==> config.mk <==
export PLATFORM = sky130hd
export DESIGN_NAME = ldic_capture
export DESIGN_NICKNAME = d
export VERILOG_FILES = /design/src/ldic_capture.v /design/src/ldic_sync2.v /design/src/ldic_apb_regs.v
export VERILOG_INCLUDE_DIRS = /design/src /design/src/inc
export SDC_FILE = /design/constraint.sdc
export NUM_CORES = 1
export LEC_CHECK = 0
export BUFFER_PORTS_ARGS = -buffer_cell sky130_fd_sc_hd__buf_2
export CAP_MARGIN = 25
export CORE_UTILIZATION = 64
export DETAILED_ROUTE_END_ITERATION = 10
export PLACE_DENSITY = 0.85
export SYNTH_ARGS = -nofsm -noshare
export SYNTH_HDL_FRONTEND = slang
export SYNTH_SLANG_ARGS = --single-unit
==> constraint.sdc <==
create_clock -name i_clock -period 4.1 [get_ports i_clock]
set_clock_uncertainty 0.1 [all_clocks]
set_input_delay 0 -clock i_clock [delete_from_list [all_inputs] [get_ports i_clock]]
set_output_delay 0 -clock i_clock [all_outputs]
set_load 0.02 [all_outputs]
==> src/inc/ldic_defines.vh <==
// register offsets, field positions, reset values and fifo depth for the ddr input capture block
`ifndef LDIC_DEFINES_VH
`define LDIC_DEFINES_VH
// ----------
// apb register byte offsets
// ----------
`define LDIC_ADDR_GENERAL   12'h000
`define LDIC_ADDR_BUSFMT    12'h008
`define LDIC_ADDR_OUTPUT    12'h00c
`define LDIC_ADDR_ALARMSRC  12'h01c
`define LDIC_ADDR_REFCFG    12'h06c
`define LDIC_ADDR_STATUS    12'h080
`define LDIC_ADDR_IRQMASK   12'h084
`define LDIC_ADDR_SAMPLE    12'h088
`define LDIC_ADDR_CAPCNT    12'h08c
// ----------
// field positions
// ----------
`define LDIC_GEN_ALARM_POL  0
`define LDIC_BUS_REVBUS     0
`define LDIC_BUS_FRAME_SYNC 1
`define LDIC_BUS_PAR_ENA    2
`define LDIC_BUS_PAR_ODD    3
`define LDIC_OUT_COARSE_HI  15
`define LDIC_OUT_COARSE_LO  12
`define LDIC_REF_EXTREF     0
// status / mask / alarm source bits
`define LDIC_EV_FRAME       0
`define LDIC_EV_SYNC        1
`define LDIC_EV_PARITY      2
`define LDIC_EV_OVERRUN     3
`define LDIC_EV_W           4
// ----------
// reset values and fifo depth
// ----------
`define LDIC_RST_GENERAL    16'h0000
`define LDIC_RST_BUSFMT     16'h0000
`define LDIC_RST_OUTPUT     16'hf000
`define LDIC_RST_ALARMSRC   16'h0000
`define LDIC_RST_REFCFG     16'h0000
`define LDIC_FIFO_DEPTH     8
`endif

==> src/ldic_capture.v <==
// ddr input capture front end: lanes, frame marker, alarm, reference and current code
//
// The register offsets and the APB interface to the registers were left to the implementer.
`timescale 1ns/1ps
`include "ldic_defines.vh"
// Function
// - latch sixteen lanes on both clock edges
// - default lane 15 msb, lane 0 lsb
// - reverse bit swaps lane significance
// - rising frame sample resets pointer or syncs
// - falling frame sample used as parity of the frame-start word
// - frame marker shows start of frame
// - alarm active low, high when polarity set
// - alarm sources chosen by alarm configuration register
// - coarse current code from bits 15:12
// - reference internal driven out unless external selected

module ldic_capture (
    input  wire        i_clock,                    // system clock, 200 mhz
    input  wire        i_rst_n,                    // async reset, active low
    input  wire        i_psel,                     // apb select
    input  wire        i_penable,                  // apb access phase
    input  wire        i_pwrite,                   // apb direction
    input  wire [11:0] i_paddr,                    // apb byte address
    input  wire [31:0] i_pwdata,                   // apb write data
    output wire [31:0] o_prdata,                   // apb read data
    output wire        o_pready,                   // apb ready
    output wire        o_pslverr,                  // apb error
    input  wire        i_forwarded_clock_positive, // forwarded data clock from source
    input  wire [15:0] i_data_lanes,               // ddr data lanes
    input  wire        i_frame_marker_positive,    // frame marker
    input  wire        i_converter_ready,          // converter side pulls a sample
    output reg  [15:0] o_sample,                   // sample handed to converter side
    output reg         o_sample_valid,             // sample strobe, one cycle
    output wire        o_alarm,                    // alarm pin, polarity selectable
    output wire        o_irq,                      // level interrupt
    output reg  [3:0]  o_coarse_current,           // full-scale current code
    output wire        o_reference_pin_out,        // reference drive value
    output wire        o_reference_pin_oe_n,       // low while internal reference drives pin
    output wire        o_frame_start               // start-of-frame pulse
);

    // ----------
    // declarations
    // ----------
    wire [15:0] general;     // general configuration
    wire [15:0] busfmt;      // bus format configuration
    wire [15:0] outcfg;      // output configuration
    wire [15:0] alarmsrc;    // alarm source selection
    wire [15:0] refcfg;      // reference configuration
    wire [4:0]  status;      // sticky status
    wire [4:0]  mask;        // interrupt mask
    wire        clk_s;       // synchronised forwarded clock
    wire        frame_s;     // synchronised frame marker
    wire [15:0] lanes_s;     // synchronised lanes
    reg         clk_d_r;     // previous forwarded clock level
    reg  [15:0] word_r;      // captured word, significance applied
    reg         word_v_r;    // captured word valid
    reg         frame_r_r;   // frame marker at last rising edge
    reg         frame_f_r;   // frame marker at last falling edge
    reg         frame_rise_r;// previous rising-edge frame sample
    reg  [4:0]  events_r;    // event pulses to status
    reg  [15:0] mem_r [0:`LDIC_FIFO_DEPTH-1]; // sample fifo
    reg  [2:0]  wptr_r;      // write pointer
    reg  [2:0]  rptr_r;      // read pointer
    reg  [3:0]  fill_r;      // fill level
    reg  [15:0] capcnt_r;    // captured word count
    reg         parity_acc_r;// running xor of block
    reg  [3:0]  fill_nxt;    // next fill level
    reg  [15:0] ordered;     // lanes in chosen significance
    integer     k;           // bit loop index
    // combinational helpers
    wire        rise;        // forwarded clock rising
    wire        fall;        // forwarded clock falling
    wire        do_wr;       // fifo write
    wire        do_rd;       // fifo read
    wire        frame_start; // frame begins this rising edge
    wire        alarm_act;   // any enabled alarm source
    wire        ptr_reset;   // frame resets pointers

    // ----------
    // register file
    // ----------
    // status feeds alarm and irq; mask feeds irq only
    ldic_apb_regs u_regs (
        .i_clock    (i_clock),
        .i_rst_n    (i_rst_n),
        .i_psel     (i_psel),
        .i_penable  (i_penable),
        .i_pwrite   (i_pwrite),
        .i_paddr    (i_paddr),
        .i_pwdata   (i_pwdata),
        .o_prdata   (o_prdata),
        .o_pready   (o_pready),
        .o_pslverr  (o_pslverr),
        .i_events   (events_r),
        .i_sample   (word_r),
        .i_capcnt   (capcnt_r),
        .o_general  (general),
        .o_busfmt   (busfmt),
        .o_output   (outcfg),
        .o_alarmsrc (alarmsrc),
        .o_refcfg   (refcfg),
        .o_status   (status),
        .o_mask     (mask)
    );

    // ----------
    // pin synchronisers: clock, frame and lanes share delay so they stay aligned
    // ----------
    // no logic reads a pin before two flops
    ldic_sync2 u_sclk (
        .i_clock (i_clock),
        .i_rst_n (i_rst_n),
        .i_async (i_forwarded_clock_positive),
        .o_sync  (clk_s)
    );

    ldic_sync2 u_sfrm (
        .i_clock (i_clock),
        .i_rst_n (i_rst_n),
        .i_async (i_frame_marker_positive),
        .o_sync  (frame_s)
    );

    // one synchroniser per lane
    genvar g;
    generate
        for (g = 0; g < 16; g = g + 1) begin : g_lane
            ldic_sync2 u_slane (
                .i_clock (i_clock),
                .i_rst_n (i_rst_n),
                .i_async (i_data_lanes[g]),
                .o_sync  (lanes_s[g])
            );
        end
    endgenerate

    // ----------
    // edge detect on the synchronised forwarded clock
    // ----------
    // last level of the synchronised clock
    always @(posedge i_clock or negedge i_rst_n) begin
        if (!i_rst_n) begin
            clk_d_r <= 1'b0;
        end else begin
            clk_d_r <= clk_s;
        end
    end

    // limitation: the forwarded clock must run well below a quarter of i_clock
    assign rise = clk_s & ~clk_d_r;
    assign fall = ~clk_s & clk_d_r;

    // ----------
    // lane significance
    // ----------
    // the reverse bit flips all lanes at once
    always @* begin
        ordered = lanes_s;  // lane 15 msb by default
        if (busfmt[`LDIC_BUS_REVBUS]) begin
            for (k = 0; k < 16; k = k + 1) begin
                ordered[k] = lanes_s[15-k];  // lowest lane becomes msb
            end
        end
    end

    // frame marker rises at this rising clock edge
    assign frame_start = rise & frame_s & ~frame_rise_r;

    // pointer reset use only when not configured as a sync source
    assign ptr_reset   = frame_start & ~busfmt[`LDIC_BUS_FRAME_SYNC];
    assign o_frame_start = frame_start;

    // ----------
    // word and frame capture on both edges
    // ----------
    // events leave as one-cycle pulses
    always @(posedge i_clock or negedge i_rst_n) begin
        if (!i_rst_n) begin
            word_r       <= 16'h0000;
            word_v_r     <= 1'b0;
            frame_r_r    <= 1'b0;
            frame_f_r    <= 1'b0;
            frame_rise_r <= 1'b0;
            parity_acc_r <= 1'b0;
            capcnt_r     <= 16'h0000;
            events_r     <= 5'h00;
        end else begin
            word_v_r <= rise | fall;
            events_r <= 5'h00;
            if (rise | fall) begin
                word_r   <= ordered;  // both edges latch a word
                capcnt_r <= capcnt_r + 16'h0001;
            end
            if (rise) begin
                frame_r_r    <= frame_s;  // rising sample of marker
                frame_rise_r <= frame_s;
                if (frame_start) begin
                    events_r[`LDIC_EV_FRAME] <= 1'b1;
                    events_r[`LDIC_EV_SYNC]  <= busfmt[`LDIC_BUS_FRAME_SYNC];  // sync source use
                end
            end

            if (fall) begin
                frame_f_r <= frame_s;  // falling sample is the parity bit of the frame-start word
                // running xor restarts at frame start; parity bit compared with the xor of the frame-start word only
                if (busfmt[`LDIC_BUS_PAR_ENA] && frame_rise_r &&
                    ((parity_acc_r ^ busfmt[`LDIC_BUS_PAR_ODD]) != frame_s)) begin
                    events_r[`LDIC_EV_PARITY] <= 1'b1;
                end
            end
            if (frame_start) begin
                parity_acc_r <= ^ordered;
            end else if (rise | fall) begin
                parity_acc_r <= parity_acc_r ^ (^ordered);
            end
            // a word meeting a full fifo is lost
            if (word_v_r && fill_r == `LDIC_FIFO_DEPTH && !do_rd) begin
                events_r[`LDIC_EV_OVERRUN] <= 1'b1;
            end
        end
    end

    // ----------
    // sample fifo between capture and converter side
    // ----------
    // a full fifo refuses rather than overwrites
    assign do_wr = word_v_r & (fill_r != `LDIC_FIFO_DEPTH);
    assign do_rd = i_converter_ready & (fill_r != 4'h0);

    // push with pop keeps the level
    always @* begin
        fill_nxt = fill_r;
        if (do_wr && !do_rd) begin
            fill_nxt = fill_r + 4'h1;
        end else if (do_rd && !do_wr) begin
            fill_nxt = fill_r - 4'h1;
        end
    end

    // flops only; pointer reset on frame realigns the read side
    always @(posedge i_clock or negedge i_rst_n) begin
        if (!i_rst_n) begin
            wptr_r         <= 3'h0;
            rptr_r         <= 3'h0;
            fill_r         <= 4'h0;
            o_sample       <= 16'h0000;
            o_sample_valid <= 1'b0;
        end else begin
            o_sample_valid <= do_rd;
            if (do_rd) begin
                o_sample <= mem_r[rptr_r];
            end
            // words still held are dropped
            if (ptr_reset) begin
                wptr_r <= 3'h0;  // frame resets fifo pointer
                rptr_r <= 3'h0;
                fill_r <= 4'h0;
            end else begin
                if (do_wr) begin
                    wptr_r <= wptr_r + 3'h1;
                end
                if (do_rd) begin
                    rptr_r <= rptr_r + 3'h1;
                end
                fill_r <= fill_nxt;
            end
        end
    end

    // fifo storage, no reset needed on data
    always @(posedge i_clock) begin
        if (do_wr && !ptr_reset) begin
            mem_r[wptr_r] <= word_r;
        end
    end

    // ----------
    // alarm, interrupt, current code and reference
    // ----------
    // alarm ignores the interrupt mask
    assign alarm_act = |(status & alarmsrc[4:0]);  // sources picked by alarm register
    assign o_alarm   = general[`LDIC_GEN_ALARM_POL] ? alarm_act : ~alarm_act;

    // irq: any unmasked sticky status bit
    assign o_irq     = |(status & mask);

    // registered so the code never glitches
    always @(posedge i_clock or negedge i_rst_n) begin
        if (!i_rst_n) begin
            o_coarse_current <= 4'hf;
        end else begin
            o_coarse_current <= outcfg[`LDIC_OUT_COARSE_HI:`LDIC_OUT_COARSE_LO];
        end
    end

    // bit 0 clear drives internal reference out; bit 0 set releases pin for external
    assign o_reference_pin_out  = ~refcfg[`LDIC_REF_EXTREF];
    assign o_reference_pin_oe_n = refcfg[`LDIC_REF_EXTREF];

    wire unused_ok = frame_r_r | frame_f_r;
endmodule

==> src/ldic_sync2.v <==
// two flip-flop synchroniser for one asynchronous level
`timescale 1ns/1ps
module ldic_sync2 (
    input  wire i_clock,  // sampling clock
    input  wire i_rst_n,  // async reset, active low
    input  wire i_async,  // level from another domain
    output wire o_sync    // synchronised level
);
    reg meta_r;  // first stage, read only by the second
    reg sync_r;  // second stage
    // ----------------------------------------------------------------
    // two stages
    // ----------------------------------------------------------------
    always @(posedge i_clock or negedge i_rst_n) begin
        if (!i_rst_n) begin
            meta_r <= 1'b0;
            sync_r <= 1'b0;
        end else begin
            meta_r <= i_async;
            sync_r <= meta_r;
        end
    end
    assign o_sync = sync_r;
endmodule

==> src/ldic_apb_regs.v <==
// apb slave holding configuration, sticky status and mask registers
`timescale 1ns/1ps
`include "ldic_defines.vh"
module ldic_apb_regs (
    input  wire        i_clock,     // system clock
    input  wire        i_rst_n,     // async reset, active low
    input  wire        i_psel,      // apb select
    input  wire        i_penable,   // apb access phase
    input  wire        i_pwrite,    // apb direction
    input  wire [11:0] i_paddr,     // apb byte address
    input  wire [31:0] i_pwdata,    // apb write data
    output reg  [31:0] o_prdata,    // apb read data
    output wire        o_pready,    // apb ready, always one cycle access
    output wire        o_pslverr,   // apb error for unmapped address
    input  wire [4:0]  i_events,    // one-cycle event pulses
    input  wire [15:0] i_sample,    // last captured sample
    input  wire [15:0] i_capcnt,    // captured word count
    output reg  [15:0] o_general,   // general configuration
    output reg  [15:0] o_busfmt,    // bus format configuration
    output reg  [15:0] o_output,    // output configuration
    output reg  [15:0] o_alarmsrc,  // alarm source selection
    output reg  [15:0] o_refcfg,    // reference configuration
    output reg  [4:0]  o_status,    // sticky event status
    output wire [4:0]  o_mask       // interrupt mask
);
    reg  [4:0] mask_r;   // interrupt mask
    wire       wr_en;    // write takes effect this edge
    reg        hit;      // address decodes
    reg [31:0] rd_mux;   // read data before register
    assign wr_en     = i_psel & i_penable & i_pwrite;
    assign o_pready  = 1'b1;
    assign o_pslverr = i_psel & i_penable & ~hit;
    // ----------
    // read decode
    // ----------
    always @* begin
        hit    = 1'b1;
        rd_mux = 32'h00000000;
        case (i_paddr)
            `LDIC_ADDR_GENERAL:  rd_mux = {16'h0000, o_general};
            `LDIC_ADDR_BUSFMT:   rd_mux = {16'h0000, o_busfmt};
            `LDIC_ADDR_OUTPUT:   rd_mux = {16'h0000, o_output};
            `LDIC_ADDR_ALARMSRC: rd_mux = {16'h0000, o_alarmsrc};
            `LDIC_ADDR_REFCFG:   rd_mux = {16'h0000, o_refcfg};
            `LDIC_ADDR_STATUS:   rd_mux = {27'h0000000, o_status};
            `LDIC_ADDR_IRQMASK:  rd_mux = {27'h0000000, mask_r};
            `LDIC_ADDR_SAMPLE:   rd_mux = {16'h0000, i_sample};
            `LDIC_ADDR_CAPCNT:   rd_mux = {16'h0000, i_capcnt};
            default:             hit = 1'b0;  // unmapped reads zero with slverr
        endcase
    end
    // ----------
    // registers; read data registered in setup so it is valid in access
    // ----------
    always @(posedge i_clock or negedge i_rst_n) begin
        if (!i_rst_n) begin
            o_general  <= `LDIC_RST_GENERAL;
            o_busfmt   <= `LDIC_RST_BUSFMT;
            o_output   <= `LDIC_RST_OUTPUT;
            o_alarmsrc <= `LDIC_RST_ALARMSRC;
            o_refcfg   <= `LDIC_RST_REFCFG;
            mask_r     <= 5'h00;
            o_status   <= 5'h00;
            o_prdata   <= 32'h00000000;
        end else begin
            if (i_psel && !i_penable) begin
                o_prdata <= rd_mux;
            end
            if (wr_en && i_paddr == `LDIC_ADDR_GENERAL)  o_general  <= i_pwdata[15:0];
            if (wr_en && i_paddr == `LDIC_ADDR_BUSFMT)   o_busfmt   <= i_pwdata[15:0];
            if (wr_en && i_paddr == `LDIC_ADDR_OUTPUT)   o_output   <= i_pwdata[15:0];
            if (wr_en && i_paddr == `LDIC_ADDR_ALARMSRC) o_alarmsrc <= i_pwdata[15:0];
            if (wr_en && i_paddr == `LDIC_ADDR_REFCFG)   o_refcfg   <= i_pwdata[15:0];
            if (wr_en && i_paddr == `LDIC_ADDR_IRQMASK)  mask_r     <= i_pwdata[4:0];
            // a new event wins over a write-one clear in the same cycle
            if (wr_en && i_paddr == `LDIC_ADDR_STATUS) begin
                o_status <= (o_status & ~i_pwdata[4:0]) | i_events;
            end else begin
                o_status <= o_status | i_events;
            end
        end
    end
    assign o_mask = mask_r;  // gates the interrupt
endmodule

After elaboration in Yosys (flattened, before gate mapping). Memories as Yosys holds them, arrays and structs flattened. A register that Yosys moved wholly into a read port is not among the register bits. Cells that the tools add are included.

Bits in writable memories: 128. Memories: 1. Register bits after elaboration: 213. Logic and storage cells: 150. Output and inout bits: 60. Input port bits: 68.

Memories: mem_r (words 8, width 16, read ports 1, clocked after memory_dff 1, write ports 1, line ldic_capture.v:63) `` reg [15:0] mem_r [0:`LDIC_FIFO_DEPTH-1]; ``.

Equal/unequal tests: 11. Reduce and logical (&&, ||, !) cells: 30. Add/subtract/negate cells: 5. Bitwise logic cells: 26. Multiplexer cells: 21.

Operators with widths (number): one-hot mux 16 bit (9 select lines) (1); == test 12 x 8 -> 1 bit (second input constant) (4); == test 12 x 4 -> 1 bit (second input constant) (2); adder 16 x 1 -> 16 bit (second input constant) (1); 2-to-1 mux 16 bit (1); parity 16 bit (1); AND 5 bit (3); logical AND 1 bit (15); == test 12 x 5 -> 1 bit (second input constant) (1); == test 12 x 7 -> 1 bit (second input constant) (1); zero test 12 bit (1); 2-to-1 mux 3 bit (4); 2-to-1 mux 4 bit (3); AND 1 bit (10); bitwise OR 5 x 4 -> 5 bit (2); OR reduction 5 bit (2); 2-to-1 mux 1 bit (9); OR reduction 9 bit (1); NOT 1 bit (7); adder 3 x 1 -> 3 bit (second input constant) (2); nonzero test 2 bit (3); zero test 1 bit (5); 2-to-1 mux 5 bit (1); NOT 5 bit (1); other kinds (10) (12).

Depth between registers and ports, before layout.
Word-level depth: 9. Gate-level depth with buffers: 10. Gate-level depth less buffers: 10.

Modules after synthesis. A second synthesis with hierarchy kept.

Cells, all modules: 982. Area, all modules: 14549.0 um2.

By module, submodules not included: ldic_capture (seq. area each 5625.4 um2, area an instance 8181.6 um2, times used 1, cells an instance 508); ldic_apb_regs (seq. area each 2657.5 um2, area an instance 5466.5 um2, times used 1, cells an instance 438); ldic_sync2 (seq. area each 50.0 um2, area an instance 50.0 um2, times used 18, cells an instance 2).

Worst setup path before layout. Ideal clock, no wire load.

Path kind: register -> register. Start point: reg fill_r[3]. End point: mem mem_r[0][0], enable pin. Required time: 3.591 ns. Library setup time: 0.409 ns. Period minus slack after synthesis: 2.811 ns. Cell stages (with the launch flop): 5. Arrival: 2.302 ns. Slack: 1.289 ns. Buffers on the path: 0. Cells stage by stage: dfrtp_1 -> or4b_2 -> nand2_1 -> or3_1 -> nor3_1.

Longest elaborated chain between the ends: 5.

RTL lines: start, declared (line ldic_capture.v:66) `reg [3:0] fill_r;`; start signal, assigned (line ldic_capture.v:267) `fill_r <= fill_nxt;`; inequality test 4 bit (no line); AND 1 bit (line ldic_capture.v:229) `` assign do_wr = word_v_r & (fill_r != `LDIC_FIFO_DEPTH); ``; logical AND 1 bit (line ldic_capture.v:274) `if (do_wr && !ptr_reset) begin`; 2-to-1 mux 1 bit (line ldic_capture.v:274); 2-to-1 mux 1 bit (not written as such) (line ldic_capture.v:275) `mem_r[wptr_r] <= word_r;`; end, declared (line ldic_capture.v:63).

No other way between the ends.

Worst setup path in the final report.
Start point: reg fill_r[0]. End point: reg fill_r[3].

Longest elaborated chain between the ends: 6. Elaborated cells on any way between the ends: 14. Those cells by class: 2 x add/sub; 1 x eq/ne; 3 x mux; 2 x bitwise; 6 x reduce/logical.

RTL lines: branches (longest 6 deep; another with subtractor 4 x 1 -> 4 bit).

Parallel ways; which one is timed is not known. The select of a mux whose other input is x is not followed. A chain may end at the register's enable or synchronous reset.

==> metrics.md <==
| Metric | Value |
|---|---|
| Area grow syn2layout | `15.64%` |
| Gpl congestion | `0.8440` |
| Post-Synthesis Cell Area | `14310 um^2` |
| Pre-CTS setup slack | `1.257 ns` |
| Vias per cell | `6.096` |
| Row Count | `54` |
| Vias in the first global route | `8548` |
| Die width | `151.5 um` |
| DP Area | `15080 um^2` |
| CP max FO | `35` |
| RSZ-0062 raised after global routing | `no` |
| Post-synth EDFFs | `128` |
| Slew @ Worst Pin | `1.008 ns` |
| Flops & latches, synth | `341` |
| P per Cell Area | `546.7 nW/um^2` |
| Final WL | `30.18 mm` |
| Hold Fails Final Rpt | `0` |
| Post-route cell area | `16540 um^2` |
| Asr flop ratio synth | `62.46%` |
| Initial Util | `65.36%` |
| Number of max-cap violations | `0` |
| Root Buffer | `clkbuf_16` |
| Clock Latency Late Sink | `0.51 ns` |
| Min cycle time layout | `2.859 ns` |
| Inserted Clock Buffers | `34` |
| Most used DFF post-synth | `dfrtp_1` |
| Final setup vio count | `0` |
| Status | `finished, final reports clean` |
| DP Cell Count | `1305` |
| Syn avg cell area | `14.92 um^2` |
| Clk pin slew, worst setup/hold paths | `0.06 ns` |
| Final setup margin | `1.241 ns` |
| Maximum root-to-sink buffer count | `3` |
| Leakage | `7.033 nW` |
| Ys Warns | `0` |
| CP Capture Type | `register` |
| PostCTS Resize Cnt | `0` |
| Overflow after GRT | `0` |
| Drt drc | `0` |
| Clock Sinks | `341` |
| CP startpoint kind | `register` |
| Htree depth | `2` |
| Proportion of layout cells with a drive suffix above 1 | `28.31%` |
| Post-Synthesis Cells | `959` |
| Diode count | `0` |
| Post-CTS setup buffer count | `0` |
| Crit share post-route | `69.74%` |
| WL/cell | `21.45 um` |
| Setup_tns | `0 ns` |
| 1st-iter DRT viols | `804` |
| Post-synthesis sequential area ratio | `64.19%` |
| Max Fclk | `0.3497 GHz` |
| Final slew viol count | `0` |
| Total Routing Usage GR | `27.55%` |
| Pin count of the biggest net entering global routing | `111` |
| Max_slew headroom | `32.55%` |
| Full die area | `22960 um^2` |
| Vias | `8577` |
| Core Area | `21890 um^2` |
| Worst EP required | `4.35 ns` |
| Die Ht | `151.5 um` |
| DRT Pass-1 Iters | `5` |
| Critical Path AT | `3.11 ns` |
| CTS tree | `yes` |
| Count of cell types in the netlist | `61` |
| Post-route insts no fill | `1407` |
| Hold crit path type | `input pin to asynchronous set/reset pin` |
| DP Wirelength | `18.94 mm` |
| Count of input and output buffers | `94` |
| Initial antenna violation count | `0` |
| Antenna Nets Post-Route | `0` |
| First-pass GRT wire length | `46.64 mm` |
| I/O pin count | `128` |
| NumNets Final | `1178` |
| Worst VDD drop | `0.3219 mV` |
| Critical path class | `register to register` |
critical path, stage by stage, from the launching register on:
cell and delay, ns:
dfrtp_1 0.43, or3_1 0.40, o21ai_2 0.11, buf_4 0.31, nand3_1 0.25, ha_1 0.34
a21o_1 0.18, a21oi_1 0.19, nand3_1 0.09, o21ai_0 0.10, xnor2_1 0.14, nor2_1 0.05
cell type report:
class                           instances  area, um^2
Inverter                               12       45.04
Timing Repair Buffer                  156        1106
Multi-Input combinational cell        557        4813
Fill cell                            1322        5346
Tap cell                              280       350.3
Clock inverter                         14       123.9
Sequential cell                       341        9185
Clock buffer                           47       920.9
synth_stat cells (all sizes together), types with 3 or more instances:
master	instances	area (um^2)
and3	6	37.54
xor2	16	140.1
dfrtp	205	5130
clkbuf	26	97.59
inv	12	45.04
dfstp	8	210.2
nor4	10	62.56
a21oi	14	70.07
nor3b	3	33.78
o21ai	46	230.2
and2	5	31.28
a21o	5	37.54
o22ai	16	100.1
xnor2	20	175.2
nand3	8	40.04
edfxtp	128	3844
buf	38	255.2
xnor3	3	67.56
mux2i	53	530.5
mux2	99	1152
nand4	3	18.77
nor3	7	35.03
ha	7	87.58
nand2b	5	38.78
mux4	37	833.3
a22o	16	140.1
or3	5	31.28
nand2	70	265.3
a22oi	26	195.2
nor2	39	156.4
what timing repair did:
item                       in CTS  in global routing
hold buffers                   40                  0
hold endpoints to repair      233                  0
setup endpoints to repair       0                  0
state kept, by name (all words and copies together), names as in the netlist, 4 cells and up:
signal / cells
word_r: 16
u_regs.o_busfmt: 16
fill_r: 4
capcnt_r: 16
u_regs.o_general: 16
u_regs.o_refcfg: 16
g_lane.u_slane.o_sync: 16
u_regs.o_prdata: 16
events_r: 4
u_regs.o_alarmsrc: 16
o_sample: 16
g_lane.u_slane.meta_r: 16
u_regs.o_output: 16
o_coarse_current: 4
u_regs.o_status: 5
u_regs.o_mask: 5
mem_r: 128
cell usage in the layout (no fill, tap or decap), drive strengths merged, types with 16 or more instances in the layout:
cell type | netlist | final
dfrtp | 205 | 205
edfxtp | 128 | 128
buf | 38 | 116
mux2 | 99 | 99
nand2 | 70 | 70
mux2i | 53 | 53
clkbuf | 26 | 47
o21ai | 46 | 46
dlygate4sd3 | 0 | 40
nor2 | 39 | 39
mux4 | 37 | 37
a22oi | 26 | 26
xnor2 | 20 | 20
conb | 2 | 17
xor2 | 16 | 16
o22ai | 16 | 16
a22o | 16 | 16
cells by family after synthesis:
family                     Yosys count  synth area share [%]
buffers and inverters               76                 2.781
DFF                                341                 64.19
muxes                              189                 17.59
xor gates and xnor gates            40                 2.842
and+or+nand+nor                    171                 5.833
adders and majority gates            8                0.7521
other                                2               0.05249
AOI/OAI and AO/OA                  132                 5.964
routing by layer:
metal  GRT usage (%)  vias to the layer above  part of all wire, %
met5               0                        -                    0
met4           8.663                        0                  2.6
met3           4.820                       68                  6.5
met2           44.47                      351                   49
met1           38.65                     4345                   42
li1                -                     3813                    -
report_power, final:
part / internal (W) / switching, W / leakage [nW]
clock: 0.00170 / 0.00124 / 0.514
sequential: 0.00399 / 0.000383 / 3.92
combinational: 0.000817 / 0.000907 / 2.60
total: 0.00651 / 0.00253 / 7.03
path summary, 6_finish.rpt:
check                                    startpoint                         to  slack, ns  depth (start not counted)
setup / recovery                          fill_r[0]                  fill_r[3]       1.24                         11
hold / removal                              i_rst_n               o_sample[11]       0.03                          2
setup reg to reg                          fill_r[0]                  fill_r[3]       1.24                         11
hold reg to reg            g_lane[7].u_slane.meta_r   g_lane[7].u_slane.o_sync       0.24                          0
max in group asynchronous                   i_rst_n      u_regs.o_alarmsrc[15]       2.80                          3
min in group i_clock               i_data_lanes[12]  g_lane[12].u_slane.meta_r       0.04                          2
stage by stage:
| stage | util (%) | total power (W) | hold WS [ns] |
|---|---|---|---|
| after floorplan | - | 0.005494 | -0.3956 |
| after global placement | 68.66 | 0.005979 | -0.009036 |
| after detailed placement | 68.91 | 0.006128 | -0.0006571 |
| after CTS | 75.51 | 0.009108 | 0.002083 |
| after global routing | 75.58 | 0.009423 | 0.01933 |
| final | 75.58 | 0.009046 | 0.02595 |
Power figures use the tool's default switching activity.
